`config.mk`:
```
export PLATFORM = sky130hd
export DESIGN_NAME = waveform_shutdown_steering
export DESIGN_NICKNAME = d
export VERILOG_FILES = /design/src/core/shutdown_steering_pkg.sv /design/src/core/waveform_shutdown_steering.sv
export SDC_FILE = /design/constraint.sdc
export NUM_CORES = 1
export LEC_CHECK = 0
export ABC_AREA = 1
export ABC_CLOCK_PERIOD_IN_PS = 2300
export BUFFER_PORTS_ARGS = -buffer_cell sky130_fd_sc_hd__buf_4
export CORE_ASPECT_RATIO = 0.6
export CORE_MARGIN = 5
export CORE_UTILIZATION = 45
export DETAILED_ROUTE_END_ITERATION = 16
export PLACE_DENSITY = 0.67
export SETUP_SLACK_MARGIN = 0.1
export SLEW_MARGIN = 10
export SYNTH_ARGS = -nofsm -noshare
export SYNTH_HDL_FRONTEND = slang
export SYNTH_SLANG_ARGS = --single-unit
```
`constraint.sdc`:
```
create_clock -name clk_sys -period 2.3 [get_ports clk_sys]
set_input_delay 0.115 -clock clk_sys [delete_from_list [all_inputs] [get_ports clk_sys]]
set_output_delay 0.115 -clock clk_sys [all_outputs]
set_load 0.02 [all_outputs]
```
`src/core/shutdown_steering_pkg.sv`:
```
package shutdown_steering_pkg;

   // ------------------------------------------------------------
   // Register indices (each register is one byte wide, so the index
   // is used directly as the address)
   // ------------------------------------------------------------
   localparam logic [11:0] IDX_CONTROL = 12'h610;
   localparam logic [11:0] IDX_POLARITY = 12'h611;
   localparam logic [11:0] IDX_SHUTDOWN_LEVELS = 12'h612;
   localparam logic [11:0] IDX_SOURCE_ENABLE = 12'h613;
   localparam logic [11:0] IDX_STEERING = 12'h614;

   // ------------------------------------------------------------
   // Field positions
   // ------------------------------------------------------------
   localparam int CTL_EN_BIT = 7;
   localparam int CTL_MODE_LSB = 0;
   localparam int POL_IN_BIT = 5;
   localparam int LVL_SHUTDOWN_BIT = 7;
   localparam int LVL_RESTART_BIT = 6;
   localparam int LVL_BD_LSB = 4;
   localparam int LVL_AC_LSB = 2;
   localparam int STR_OVR_LSB = 4;
   localparam int NUM_SOURCES = 7;
   localparam int NUM_OUTPUTS = 4;

   // ------------------------------------------------------------
   // Reset values
   // ------------------------------------------------------------
   localparam logic [7:0] RST_CONTROL = 8'h00;
   localparam logic [3:0] RST_POLARITY = 4'h0;
   localparam logic [1:0] RST_LEVEL = 2'h1;
   localparam logic [6:0] RST_SOURCES = 7'h00;
   localparam logic [7:0] RST_STEERING = 8'h00;
   // Sources that shut down on a high level: timers at bits 1..3
   localparam logic [6:0] ACTIVE_HIGH_SOURCES = 7'h0e;

   typedef enum logic [2:0] {
      MODE_STEER_ASYNC = 3'b000,
      MODE_STEER_SYNC = 3'b001,
      MODE_FULL_FWD = 3'b010,
      MODE_FULL_REV = 3'b011,
      MODE_HALF = 3'b100,
      MODE_PUSH_PULL = 3'b101,
      MODE_RSVD_6 = 3'b110,
      MODE_RSVD_7 = 3'b111
   } mode_t;

   typedef enum logic [1:0] {
      LEVEL_INACTIVE = 2'b00,
      LEVEL_TRISTATE = 2'b01,
      LEVEL_LOW = 2'b10,
      LEVEL_HIGH = 2'b11
   } level_t;

   typedef struct packed {
      logic logic_cell_result;
      logic comparator_two_result;
      logic comparator_one_result;
      logic timer_six_period_match;
      logic timer_four_period_match;
      logic timer_two_period_match;
      logic shutdown_pin_select;
   } sources_t;

   typedef struct packed {
      logic [3:0] level;
      logic [3:0] drive_en;
   } outputs_t;

endpackage

```
`src/core/waveform_shutdown_steering.sv`:
```
`timescale 1ns/10ps
// Overview of operation
// Shutdown drives B and D per B/D level field: high, low, float, inactive.
// Shutdown drives A and C per A/C level field: high, low, float, inactive.
// Software may set shutdown status while disabled to force shutdown levels.
// After status clears, outputs hold shutdown levels until next data rise.
// Each shutdown source has an enable; disabled sources are ignored.
// Pin, both comparators and logic cell shut down when low.
// Timer two, four and six matches shut down when high.
// Steered output carries data input, inverted by its polarity bit.
// Unsteered output is driven to its override bit, ignoring polarity.
// Steer and override bits apply only in the two steering modes.
// In synchronous steering the steer-enable bits are double-buffered.
// Mode 000 is async steering, 001 sync steering; others are bridges.
// Each output has a polarity bit; one inverts, zero is normal.
// Status reads one while shutdown is in effect; hardware sets it.
// Auto-restart lets hardware leave shutdown; else software must clear.
// Sync mode loads buffered steer bits on data rise; async is immediate.
// Auto-restart clears status once all enabled sources go inactive.
module waveform_shutdown_steering (
   // Clock and reset
   input wire logic clk_sys,
   input wire logic resetn,
   input wire logic clk_en,
   // Register port
   input wire logic [11:0] reg_addr,
   input wire logic [7:0] reg_wdata,
   input wire logic reg_write,
   input wire logic reg_read,
   output logic [7:0] reg_rdata,
   // Generator data and shutdown sources
   input wire logic waveform_gen_data,
   input wire shutdown_steering_pkg::sources_t shutdown_sources,
   // Power switch outputs
   output shutdown_steering_pkg::outputs_t switch_out
);

   // ------------------------------------------------------------
   // Registers
   // ------------------------------------------------------------
   // Control and polarity
   logic enable_q;
   shutdown_steering_pkg::mode_t mode_q;
   logic [3:0] output_invert_q;

   // Shutdown status, restart and levels
   logic shutdown_q;
   logic restart_q;
   shutdown_steering_pkg::level_t bd_shutdown_level_q;
   shutdown_steering_pkg::level_t ac_shutdown_level_q;
   logic [6:0] source_shutdown_enable_q;

   // Steering: written buffer and the set the outputs use
   logic [3:0] override_level_q;
   logic [3:0] steer_buffer_q;
   logic [3:0] steer_enable_q;

   // Release tracking
   logic data_prev_q;
   logic hold_q;

   // Output flops
   logic [7:0] reg_rdata_q;
   shutdown_steering_pkg::outputs_t switch_out_q;

   // ------------------------------------------------------------
   // Decoded strobes and next values
   // ------------------------------------------------------------
   logic data_rise;
   logic [6:0] source_active;
   logic trip;
   logic wr_levels;
   logic wr_steer;
   logic steering_mode;
   logic shutdown_d;
   logic hold_d;
   logic [7:0] reg_rdata_d;

   // ------------------------------------------------------------
   // Address decode
   // ------------------------------------------------------------
   // One compare shared by every register, so a new register only
   // needs its index in the package
   function automatic logic is_write(input logic [11:0] addr,
                                     input logic [11:0] idx,
                                     input logic wr);
      return wr && (addr == idx);
   endfunction

   // ------------------------------------------------------------
   // Source qualification
   // ------------------------------------------------------------
   // The edge is taken against the registered copy, which reset clears, so a level that
   // is already high when reset lifts is taken for an edge
   assign data_rise = waveform_gen_data && !data_prev_q;

   // Active-low sources are inverted so every bit reads one when asserting
   assign source_active = shutdown_sources ^
      ~shutdown_steering_pkg::ACTIVE_HIGH_SOURCES;

   // Sources are level sensitive: one that stays asserted keeps
   // re-arming the status bit even after software has cleared it
   assign trip = |(source_active & source_shutdown_enable_q);

   assign wr_levels = is_write(reg_addr,
      shutdown_steering_pkg::IDX_SHUTDOWN_LEVELS, reg_write);

   assign wr_steer = is_write(reg_addr,
      shutdown_steering_pkg::IDX_STEERING, reg_write);

   // Bridge modes ignore steer and override bits altogether
   assign steering_mode = (mode_q == shutdown_steering_pkg::MODE_STEER_ASYNC)
      || (mode_q == shutdown_steering_pkg::MODE_STEER_SYNC);

   // ------------------------------------------------------------
   // Configuration registers
   // ------------------------------------------------------------
   always_ff @(posedge clk_sys) begin
      if (!resetn) begin
         enable_q <= shutdown_steering_pkg::RST_CONTROL[
            shutdown_steering_pkg::CTL_EN_BIT];
         mode_q <= shutdown_steering_pkg::mode_t'(
            shutdown_steering_pkg::RST_CONTROL[2:0]);
         output_invert_q <= shutdown_steering_pkg::RST_POLARITY;
         restart_q <= 1'b0;
         bd_shutdown_level_q <= shutdown_steering_pkg::level_t'(
            shutdown_steering_pkg::RST_LEVEL);
         ac_shutdown_level_q <= shutdown_steering_pkg::level_t'(
            shutdown_steering_pkg::RST_LEVEL);
         source_shutdown_enable_q <= shutdown_steering_pkg::RST_SOURCES;
         override_level_q <= shutdown_steering_pkg::RST_STEERING[7:4];
         steer_buffer_q <= shutdown_steering_pkg::RST_STEERING[3:0];
      end else if (clk_en) begin
         // Reserved bits of every register read back as zero
         if (is_write(reg_addr, shutdown_steering_pkg::IDX_CONTROL,
                      reg_write)) begin
            enable_q <= reg_wdata[shutdown_steering_pkg::CTL_EN_BIT];
            mode_q <= shutdown_steering_pkg::mode_t'(reg_wdata[2:0]);
         end

         if (is_write(reg_addr, shutdown_steering_pkg::IDX_POLARITY,
                      reg_write)) begin
            output_invert_q <= reg_wdata[3:0];
         end

         // Status bit 7 is owned by the shutdown block below
         if (wr_levels) begin
            restart_q <= reg_wdata[shutdown_steering_pkg::LVL_RESTART_BIT];
            bd_shutdown_level_q <= shutdown_steering_pkg::level_t'(
               reg_wdata[5:4]);
            ac_shutdown_level_q <= shutdown_steering_pkg::level_t'(
               reg_wdata[3:2]);
         end

         if (is_write(reg_addr, shutdown_steering_pkg::IDX_SOURCE_ENABLE,
                      reg_write)) begin
            source_shutdown_enable_q <= reg_wdata[6:0];
         end

         // Only the buffer is written; the active steer set follows it
         // in the double-buffer block
         if (wr_steer) begin
            override_level_q <= reg_wdata[7:4];
            steer_buffer_q <= reg_wdata[3:0];
         end
      end
   end

   // ------------------------------------------------------------
   // Steer-enable double buffer
   // ------------------------------------------------------------
   // Sync mode waits for a data rise so a steer change never chops a
   // pulse in half; async mode passes the written value straight on.
   // A steer-bit write in sync mode stays off the outputs until the data next rises.
   always_ff @(posedge clk_sys) begin
      if (!resetn) begin
         steer_enable_q <= shutdown_steering_pkg::RST_STEERING[3:0];
      end else if (clk_en) begin
         if (mode_q != shutdown_steering_pkg::MODE_STEER_SYNC) begin
            steer_enable_q <= steer_buffer_q;
         end else if (data_rise) begin
            steer_enable_q <= steer_buffer_q;
         end
      end
   end

   // ------------------------------------------------------------
   // Shutdown status and release
   // ------------------------------------------------------------
   // Set beats clear: while the module is enabled, a trip in the same
   // cycle as a software clear leaves the status set
   always_comb begin
      shutdown_d = shutdown_q;
      if (trip && enable_q) begin
         shutdown_d = 1'b1;
      end else if (wr_levels) begin
         shutdown_d = reg_wdata[
            shutdown_steering_pkg::LVL_SHUTDOWN_BIT];
      end else if (restart_q && !trip) begin
         shutdown_d = 1'b0;
      end
   end

   always_ff @(posedge clk_sys) begin
      if (!resetn) begin
         shutdown_q <= 1'b0;
      end else if (clk_en) begin
         shutdown_q <= shutdown_d;
      end
   end

   // Hold keeps the shutdown levels after the status clears, so a
   // restart never cuts into the middle of a data pulse; the cost is
   // that a stalled data input keeps the stage shut down
   always_comb begin
      hold_d = hold_q;
      if (shutdown_q) begin
         hold_d = 1'b1;
      end else if (data_rise) begin
         hold_d = 1'b0;
      end
   end

   always_ff @(posedge clk_sys) begin
      if (!resetn) begin
         data_prev_q <= 1'b0;
         hold_q <= 1'b0;
      end else if (clk_en) begin
         data_prev_q <= waveform_gen_data;
         hold_q <= hold_d;
      end
   end

   // ------------------------------------------------------------
   // Output stage
   // ------------------------------------------------------------
   genvar g;
   generate
      for (g = 0; g < shutdown_steering_pkg::NUM_OUTPUTS; g++) begin : g_out
         // A and C are outputs 0 and 2, B and D are 1 and 3
         shutdown_steering_pkg::level_t lvl;
         logic norm;
         logic inactive;
         assign lvl = (g % 2 == 0) ? ac_shutdown_level_q
                                   : bd_shutdown_level_q;
         assign inactive = output_invert_q[g];

         // Bridge modes pass the data with polarity only; the bridge
         // pattern itself is formed outside this block
         always_comb begin
            if (!steering_mode) begin
               norm = waveform_gen_data ^ output_invert_q[g];
            end else if (steer_enable_q[g]) begin
               norm = waveform_gen_data ^ output_invert_q[g];
            end else begin
               norm = override_level_q[g];
            end
         end

         // A disabled module that is not shut down floats every output,
         // so the switches fall back to their own gate pulls
         always_ff @(posedge clk_sys) begin
            if (!resetn) begin
               switch_out_q.level[g] <= 1'b0;
               switch_out_q.drive_en[g] <= 1'b0;
            end else if (clk_en) begin
               if (shutdown_q || hold_q) begin
                  // Level fields: R01 for B/D, R02 for A/C
                  unique case (lvl)
                     shutdown_steering_pkg::LEVEL_HIGH: begin
                        switch_out_q.level[g] <= 1'b1;
                        switch_out_q.drive_en[g] <= 1'b1;
                     end
                     shutdown_steering_pkg::LEVEL_LOW: begin
                        switch_out_q.level[g] <= 1'b0;
                        switch_out_q.drive_en[g] <= 1'b1;
                     end
                     shutdown_steering_pkg::LEVEL_TRISTATE: begin
                        switch_out_q.level[g] <= 1'b0;
                        switch_out_q.drive_en[g] <= 1'b0;
                     end
                     shutdown_steering_pkg::LEVEL_INACTIVE: begin
                        switch_out_q.level[g] <= inactive;
                        switch_out_q.drive_en[g] <= 1'b1;
                     end
                  endcase
               end else begin
                  switch_out_q.level[g] <= norm & enable_q;
                  switch_out_q.drive_en[g] <= enable_q;
               end
            end
         end
      end
   endgenerate

   // ------------------------------------------------------------
   // Read port
   // ------------------------------------------------------------
   // Data stands for one cycle only and is zero otherwise, so a
   // stale value can never be taken for a fresh read; the steering
   // register reads the written buffer, not the active set
   always_comb begin
      reg_rdata_d = 8'h00;
      if (reg_read) begin
         unique case (reg_addr)
            shutdown_steering_pkg::IDX_CONTROL: begin
               reg_rdata_d = {enable_q, 4'h0, mode_q};
            end
            shutdown_steering_pkg::IDX_POLARITY: begin
               reg_rdata_d = {2'h0, waveform_gen_data, 1'b0,
                              output_invert_q};
            end
            shutdown_steering_pkg::IDX_SHUTDOWN_LEVELS: begin
               reg_rdata_d = {shutdown_q, restart_q, bd_shutdown_level_q,
                              ac_shutdown_level_q, 2'h0};
            end
            shutdown_steering_pkg::IDX_SOURCE_ENABLE: begin
               reg_rdata_d = {1'b0, source_shutdown_enable_q};
            end
            shutdown_steering_pkg::IDX_STEERING: begin
               reg_rdata_d = {override_level_q, steer_buffer_q};
            end
            default: begin
               reg_rdata_d = 8'h00;
            end
         endcase
      end
   end

   always_ff @(posedge clk_sys) begin
      if (!resetn) begin
         reg_rdata_q <= 8'h00;
      end else if (clk_en) begin
         reg_rdata_q <= reg_rdata_d;
      end
   end

   assign reg_rdata = reg_rdata_q;
   assign switch_out = switch_out_q;

endmodule

```
### After elaboration in Yosys (flattened, before gate mapping)

Index checks and enable logic that the tools add are counted.

| storage, ports and cells | value |
|---|---|
| ROM bits | 0 |
| memories kept | 0 |
| latch bits | 0 |
| memory bits (writable) | 0 |
| logic and storage cells | 103 |
| register bits | 49 |

| cells by class | value |
|---|---|
| bitwise operators | 10 |
| reduce and logical (&&, ||, !) cells | 31 |
| shifts and indexed selects | 0 |
| add/sub/neg operators | 0 |
| divide/modulo/power cells | 0 |
| $lt $le $gt $ge | 0 |
| $mul | 0 |
| equality and inequality tests | 13 |
| muxes and demuxes | 29 |

Operator list:

| operator | count |
|---|---|
| $eq A12 B11 Y1 const B | 5 |
| $pmux W8 S5 | 1 |
| $mux W1 | 19 |
| $reduce_and A2 Y1 | 8 |
| $pmux W1 S3 | 4 |
| $eq A2 B2 Y1 const B | 4 |
| $logic_and A1 B1 Y1 | 8 |
| $mux W4 | 2 |
| $mux W8 | 1 |
| $and A7 B7 Y7 | 1 |
| $reduce_or A7 Y1 | 1 |
| $reduce_or A3 Y1 | 2 |
| $and A1 B1 Y1 | 4 |
| $eq A2 B1 Y1 const B | 2 |
| $logic_not A2 Y1 | 2 |
| $not A4 Y4 | 1 |
| $pmux W1 S2 | 2 |
| $reduce_bool A2 Y1 | 2 |
| $reduce_or A2 Y1 | 2 |
| $xor A1 B1 Y1 | 4 |
| $eq A3 B1 Y1 const B | 1 |
| $logic_not A3 Y1 | 1 |
| $ne A3 B1 Y1 const B | 1 |
| $reduce_bool A3 Y1 | 1 |
| 2 further kinds | 4 |

### Longest topological paths before layout

Gate-level depths: netlist of the first run.

| depth | value |
|---|---|
| word-level depth | 8 |
| gate-level depth with buffers | 11 |
| gate-level depth less buffers | 10 |

### Least setup slack after synthesis of the first run

No wires, ideal clock.

| timing path | value |
|---|---|
| path kind | in2reg |
| start | in reg_addr[3] |
| end | reg source_shutdown_enable_q[3] |
| setup time | 119 ps |
| data required time | 2181 ps |
| path slack | 1188 ps |
| buffers on the path | 1 |
| cell stages on the path | 7 |
| arrival time | 992 ps |
| cell sequence | nor2_1 -> nand2_1 -> nor2_4 -> nand3_1 -> buf_2 -> o21ai_0 -> a21oi_1 |

| between the ends | value |
|---|---|
| longest elaborated chain between the ends | 3 |

Ends and longest elaborated chain:

| item | line | source |
|---|---|---|
| from (decl) | waveform_shutdown_steering.sv:26 | `input wire logic [11:0] reg_addr,` |
| $eq A12 B11 Y1 | waveform_shutdown_steering.sv:87 | `return wr && (addr == idx);` |
| $logic_and A1 B1 Y1 | waveform_shutdown_steering.sv:87 |  |
| $reduce_and A2 Y1 (no line) | -- |  |
| to (signal assigned) | waveform_shutdown_steering.sv:130 | `source_shutdown_enable_q <= shutdown_steering_pkg::RST_SOURCES;` |
| to (signal assigned) | waveform_shutdown_steering.sv:157 | `source_shutdown_enable_q <= reg_wdata[6:0];` |
| to (decl) | waveform_shutdown_steering.sv:51 | `logic [6:0] source_shutdown_enable_q;` |

No other way between the ends.
A chain may end at the register's enable or synchronous reset.

### Worst setup path in the final report of the first run

| timing path | value |
|---|---|
| start | reg mode_q[1] |
| end | reg steer_enable_q[0] |

| between the ends | value |
|---|---|
| longest elaborated chain between the ends | 3 |

Ends and longest elaborated chain:

| item | line | source |
|---|---|---|
| from (decl) | waveform_shutdown_steering.sv:43 | `shutdown_steering_pkg::mode_t mode_q;` |
| from (signal assigned) | waveform_shutdown_steering.sv:122 | `mode_q <= shutdown_steering_pkg::mode_t'(` |
| from (signal assigned) | waveform_shutdown_steering.sv:138 | `mode_q <= shutdown_steering_pkg::mode_t'(reg_wdata[2:0]);` |
| $ne A3 B1 Y1 (*) | waveform_shutdown_steering.sv:179 | `if (mode_q != shutdown_steering_pkg::MODE_STEER_SYNC) begin` |
| $reduce_bool A2 Y1 (no line) | -- |  |
| $reduce_and A2 Y1 (no line) | -- |  |
| to (signal assigned) | waveform_shutdown_steering.sv:177 | `steer_enable_q <= shutdown_steering_pkg::RST_STEERING[3:0];` |
| to (signal assigned) | waveform_shutdown_steering.sv:180 | `steer_enable_q <= steer_buffer_q;` |
| to (signal assigned) | waveform_shutdown_steering.sv:182 | `steer_enable_q <= steer_buffer_q;` |
| to (decl) | waveform_shutdown_steering.sv:56 | `logic [3:0] steer_enable_q;` |

Mark *: on every way between the ends. The rest lies on a longest branch, timed or not.

==> results.sh, run 1 <==
export IMPL_outcome="completed"
export IMPL_fin_crit_sh_pct=63.61
export IMPL_grt_setup_unrepaired="no"
export IMPL_final_util_pct=56.17
export IMPL_ys_seq_elements=49
export IMPL_hold_ws_ns=0.09916
export IMPL_grt_use_total_pct=20.04
export IMPL_drt_pass1_iterations=5
export IMPL_powerDensity_mw_per_mm2=529.0
export IMPL_drv_cap=0
export IMPL_path_max_fanout=8
export IMPL_synth_top_area_share_pct=40.35
export IMPL_finalHoldViolCount=0
export IMPL_cts_tree="done"
export IMPL_syn_inst=337
export IMPL_synth_ff_type="dfxtp_1"
export IMPL_area_growth_synth_to_final_pct=19.09
export IMPL_cts_htree_levels=2
export IMPL_critPathTopFamily="compound AO/OA/AOI/OAI gates"
export IMPL_hpwl_um=5269
export IMPL_ys_top_cells_by_area="dfxtp_1 (40%), o21ai_0 (11%), a21oi_1 (10%)"
export IMPL_synth_fa_ha_area_share_pct=2.059
export IMPL_skew_ns=0.004177
export IMPL_dieArea_mm2=0.007021
export IMPL_peakVddDrop_mv=0.2570
export IMPL_pwr_share_comb_pct=9.7
export IMPL_fin_nets=416
export IMPL_finalSetupViolCount=0
export IMPL_start_kind="flop"
export IMPL_start_util_pct=47.16
export IMPL_syn_mean_instance_area_um2=7.214
export IMPL_dieWidth_um=104.9
export IMPL_grt_pass1_wl_um=11150
export IMPL_fin_ws_ns=0.8371
export IMPL_yosysSeqAreaShare_pct=40.35
export IMPL_ys_warn_count=0
export IMPL_antennaDiodeCount=0
export IMPL_cts_max_path_buffers=2
export IMPL_cts_sinks=49
export IMPL_tns_ns=0
export IMPL_cts_inserted_buffers=5
export IMPL_synthMuxAreaShare_pct=0
export IMPL_drt_wl_total_um=6625
export IMPL_clkPwrFrac_pct=33.8
export IMPL_ctsResizeCount=0
export IMPL_synth_largest_area_cell="dfxtp_1"
export IMPL_nFillCells=536
export IMPL_synth_xor_area_share_pct=1.441
export IMPL_pre_cts_ws_ns=0.5599
export IMPL_die_h_um=66.94
export IMPL_grt_max_degree=42
export IMPL_antenna_found_initial=0
export IMPL_core_area_mm2=0.005155
export IMPL_postSynth_asyncResetShare_pct=0
export IMPL_critPathRequiredTime_ns=2.54
export IMPL_path_cells="nor2_1 -> nand2_1 -> a21boi_1 -> o21ai_0 -> a21oi_1"
export IMPL_regArea_um2=980.9
export IMPL_multiInputGateArea_mm2=0.001190
export IMPL_synth_simple_area_share_pct=18.89
export IMPL_crit_type="flop to flop"
export IMPL_cts_hold_buf=0
export IMPL_synth_edff_count=0
export IMPL_cp_arrival_ns=1.70
export IMPL_syn_num_nets=374
export IMPL_synth_compound_area_share_pct=26.56
export IMPL_slowest_delay_ns=0.53
export IMPL_drt_initial_drc_count=226
export IMPL_crit_path_end_kind="flop"
export IMPL_hold_depth=3
export IMPL_drc=0
export IMPL_syn_area_mm2=0.002431
export IMPL_slew_violations=0
export IMPL_drt_wirelength_per_cell_um=14.85
export IMPL_io_pins=49
export IMPL_hold_path_class="input port to flop"
export IMPL_drive_gt1_share_pct=17.63
export IMPL_clk_latency_ns=0.30
export IMPL_period_minus_slack_ns=1.463
export IMPL_clk_pin_slew_ns=0.10
export IMPL_gr_total_overflow=0
export IMPL_p_leak_uw=0.001139
export IMPL_synth_most_common_cell="o21ai_0"
export IMPL_relSlewSlack_pct=57.38
export IMPL_worst_pin_slew_ns=0.6379
export IMPL_ant_nets=0
export IMPL_p_int_uw=1138
export IMPL_vias_per_cell=5.435
export IMPL_grt_pass1_vias=2174
export IMPL_timing_critical_path_slowest_stage_cell="a21boi_1"
export IMPL_clockRootBuffer="clkbuf_8"
export IMPL_synth_top_family_by_area="compound AO/OA/AOI/OAI gates"
export IMPL_seqPwrFrac_pct=56.4
export IMPL_vias=2424
export IMPL_worst_path_stages=5
export IMPL_reg2reg_depth=5
export IMPL_synth_common_cells="o21ai_0 (55), a21oi_1 (49), dfxtp_1 (49)"
export IMPL_p_sw_share_pct=25.72
export IMPL_power_uw=1532
export IMPL_synth_distinct_cells=28
export IMPL_port_buffers=48
export IMPL_place_gp_congestion=0.9336
export IMPL_clock_fmax_mhz=683.6
export IMPL_cts_setup_buffers=0
export IMPL_p_switching_uw=393.9
export IMPL_crit_buf_inv=0
export IMPL_std_cell_rows=20
-- path summary, 6_finish.rpt --
| kind | start | end | slack (ns) |
|---|---|---|---|
| worst max register to register | mode_q[1] | steer_enable_q[0] | 0.84 |
| worst min-delay path | reg_wdata[4] | bd_shutdown_level_q[0] | 0.1 |
| worst min register to register | data_prev_q | data_prev_q | 0.46 |
| worst max-delay path | mode_q[1] | steer_enable_q[0] | 0.84 |
-- power groups by stage --
stage	clock network, uW	registers [uW]	logic, uW
6_report	518	865	149
3_3_place_gp	0	884	147
5_1_grt	576	867	167
3_5_place_dp	0	884	149
2_1_floorplan	0	889	68.3
4_1_cts	533	865	150
-- metal layers --
layer	global-route usage, %	vias to the layer above	routed length [um]
li1	-	1217	-
met1	31.29	1115	3360
met2	28.06	88	2663
met3	4.647	4	587
met4	2.392	0	14
met5	0	-	0
-- logic make-up after synthesis --
| family | count (synthesis) |
|---|---|
| AO/OA/AOI/OAI | 118 |
| AND/OR/NAND/NOR | 99 |
| buffers and inverters | 63 |
| flip-flops | 49 |
| XOR/XNOR | 4 |
| adder cells (fa/ha/maj) | 4 |
-- registers in the layout, summed over array words and instances (netlist names) --
register / cells
source_shutdown_enable_q: 7
override_level_q: 4
reg_rdata: 8
mode_q: 3
data_prev_q: 1
bd_shutdown_level_q: 2
ac_shutdown_level_q: 2
restart_q: 1
hold_q: 1
switch_out: 6
steer_buffer_q: 4
enable_q: 1
shutdown_q: 1
steer_enable_q: 4
output_invert_q: 4
-- placed cells by master (no fill, tap or decap), drive strengths merged --
master and instances:
o311ai 4, a21oi 49, a211oi 2, clkinvlp 1, clkbuf 5, inv 49, nand3 30, ha 4
a21boi 1, nand4 5, buf 49, nand2 43, nor2 20, o211ai 3, clkinv 2, dfxtp 49
o221ai 2, xnor2 4, o21ai 57, nor3 1
-- cell type report --
cell class | count | area share (%)
clock inverter | 3 | 0.7347
multi-input combinational | 225 | 41.10
sequential | 49 | 33.88
clock buffer | 5 | 2.377
inverter | 49 | 6.353
timing repair buffer | 49 | 12.71
tap | 66 | 2.852
-- through the flow --
stage               area [um^2]  cells
global placement           2805    438
global route               2895    446
finish                     2895    446
floorplan                  2431    337
CTS                        2895    446
detailed placement         2805    438
-- worst register-to-register path: stages, from the launching register on --
cell and delay [ns]:
dfxtp_1 0.33, nor2_1 0.17, nand2_1 0.07, a21boi_1 0.53, o21ai_0 0.17, a21oi_1 0.14
(Power assumes the default switching activity.)
==> inputs of run 2 (changes only) <==
ABC_CLOCK_PERIOD_IN_PS = 1400   (was 2300)
clock period = 1.4 ns   (was 2.3 ns; I/O delays follow)
==> run 2 against run 1 <==
  * Power up 75%
  * Worst setup slack worse by 0.68 ns
  * Combinational power up 76%
  * Hold slack worse by 0.022 ns
  * Global-route usage up 0.61 points
  * Sequential power up 64%
  * Clock power up 93%
  * Fmax up 18%
  * Sequential cell count unchanged
  * Non-clock buffer count up 14
  * Cell area up 5.8%
  * Via count up 3.7%
  * Critical path type unchanged
  * Critical endpoint is now shutdown_q
  * Largest cell class unchanged
==> results.sh, run 2 (synthesized netlist as in run 1, its figures left out) <==
export IMPL_critPathTopFamily="simple AND/OR/NAND/NOR gates"
export IMPL_ant_nets=0
export IMPL_layout_common_cells="buf_4 (62), o21ai_0 (53), a21oi_1 (48)"
export IMPL_std_cell_rows=20
export IMPL_cts_sinks=49
export IMPL_drt_initial_drc_count=168
export IMPL_cts_htree_levels=2
export IMPL_clk_latency_ns=0.30
export IMPL_placed_cell_area_mm2=0.002915
export IMPL_cts_max_path_buffers=2
export IMPL_core_area_mm2=0.005155
export IMPL_slowest_delay_ns=0.33
export IMPL_fin_nets=430
export IMPL_fin_ws_ns=0.1602
export IMPL_grt_max_degree=23
export IMPL_drive_gt1_share_pct=23.92
export IMPL_cts_tree="done"
export IMPL_cts_hold_buf=0
export IMPL_cts_inserted_buffers=5
export IMPL_timing_critical_path_slowest_stage_cell="dfxtp_2"
export IMPL_drt_wirelength_per_cell_um=15.14
export IMPL_clockRootBuffer="clkbuf_8"
export IMPL_nFillCells=480
export IMPL_drt_wl_total_um=6949
export IMPL_hold_ws_ns=0.07754
export IMPL_hpwl_um=5509
export IMPL_crit_type="flop to flop"
export IMPL_path_cells="inv_2 -> nor2_1 -> nor3_2 -> nand2_1 -> nand2_2 -> nand3_2 -> a21oi_2 -> nor2_1"
export IMPL_powerDensity_mw_per_mm2=877.6
export IMPL_grt_pass1_vias=2270
export IMPL_crit_buf_inv=1
export IMPL_grt_setup_unrepaired="yes"
export IMPL_cp_arrival_ns=1.44
export IMPL_start_kind="flop"
export IMPL_path_max_fanout=2
export IMPL_peakVddDrop_mv=0.5936
export IMPL_io_pins=49
export IMPL_slew_violations=0
export IMPL_drt_pass1_iterations=5
export IMPL_fin_crit_sh_pct=88.56
export IMPL_start_util_pct=47.16
export IMPL_place_gp_congestion=0.9048
export IMPL_relSlewSlack_pct=68.75
export IMPL_power_uw=2688
export IMPL_grt_use_total_pct=20.65
export IMPL_antenna_found_initial=0
export IMPL_grt_pass1_wl_um=11440
export IMPL_skew_ns=0.01081
export IMPL_drv_cap=0
export IMPL_crit_path_end_kind="flop"
export IMPL_vias_per_cell=5.475
export IMPL_vias=2513
export IMPL_final_common_cell="buf_4"
export IMPL_design_area_mm2=0.003063
export IMPL_outcome="completed"
export IMPL_period_minus_slack_ns=1.240
export IMPL_pre_cts_ws_ns=-0.03421
export IMPL_drc=0
export IMPL_p_leak_uw=0.001232
export IMPL_largest_register_ffs=8
export IMPL_area_growth_synth_to_final_pct=25.99
export IMPL_finalHoldViolCount=0
export IMPL_dieArea_mm2=0.007021
export IMPL_antennaDiodeCount=0
export IMPL_dieWidth_um=104.9
export IMPL_worst_pin_slew_ns=0.4683
export IMPL_clk_pin_slew_ns=0.09
export IMPL_critPathRequiredTime_ns=1.60
export IMPL_port_buffers=48
export IMPL_hold_path_class="input port to flop"
export IMPL_gr_total_overflow=0
export IMPL_die_h_um=66.94
export IMPL_clock_fmax_mhz=806.6
export IMPL_finalSetupViolCount=0
export IMPL_cpMostUsedCell="nor2_1"
## run 2: cell types whose count changed in the layout (fill, tap and decap cells not counted), sizes merged
cell	delta
buf	+14
inv	-1
clkinvlp	-1
bufinv	+1
## run 2: metal layers
metal	part of all wire (%)	up-vias	global-route usage [%]
li1	-	1247	-
met3	6.8	2	4.453
met5	0	-	0
met1	53	1184	31.41
met2	40	80	29.86
met4	0.22	0	3.349
## run 2: repair_timing
item	in CTS	in global routing
pin swaps	0	6
cloned	0	0
gates resized for setup	2	16
endpoints found under the setup margin	3	7
buffers inserted	0	1
## run 2: layout make-up
class	count	area (um^2)	area share [%]
multi-input cells	225	1221	39.87
flip-flops and latches	49	985.9	32.19
repair buffers	63	485.5	15.85
inverters	49	183.9	6.005
well taps	66	82.58	2.696
clock buffers	5	68.82	2.247
clock inverters	2	35.03	1.144
## run 2: final timing paths
check / start / end / slack, ns / cells past startpoint
hold reg to reg: source_shutdown_enable_q[4] / source_shutdown_enable_q[4] / 0.46 / 2
setup reg to reg: source_shutdown_enable_q[6] / shutdown_q / 0.16 / 8
setup / recovery: source_shutdown_enable_q[6] / shutdown_q / 0.16 / 8
hold / removal: reg_wdata[5] / override_level_q[1] / 0.08 / 3
## run 2: through the flow
step,utilization (%),setup TNS [ns],cells
2_1_floorplan,-,0,337
6_report,59.42,0,459
3_5_place_dp,56.55,-0.1031,451
3_3_place_gp,56.55,-0.02407,451
4_1_cts,58.71,0,458
5_1_grt,59.42,0,459
## run 2: worst reg2reg max path, delay by kind of cell, from the launching register on
kind	cells	cell delay, ns
compound gates	1	0.13
buf+inv	1	0.05
flops	1	0.33
simple gates	6	0.63
## run 2: where the power goes
group          leakage (uW)  total [uW]  internal (uW)  switching (uW)
logic              0.000780         262            116             147
registers          0.000398        1420           1410            11.3
clock network     0.0000540        1000            521             484
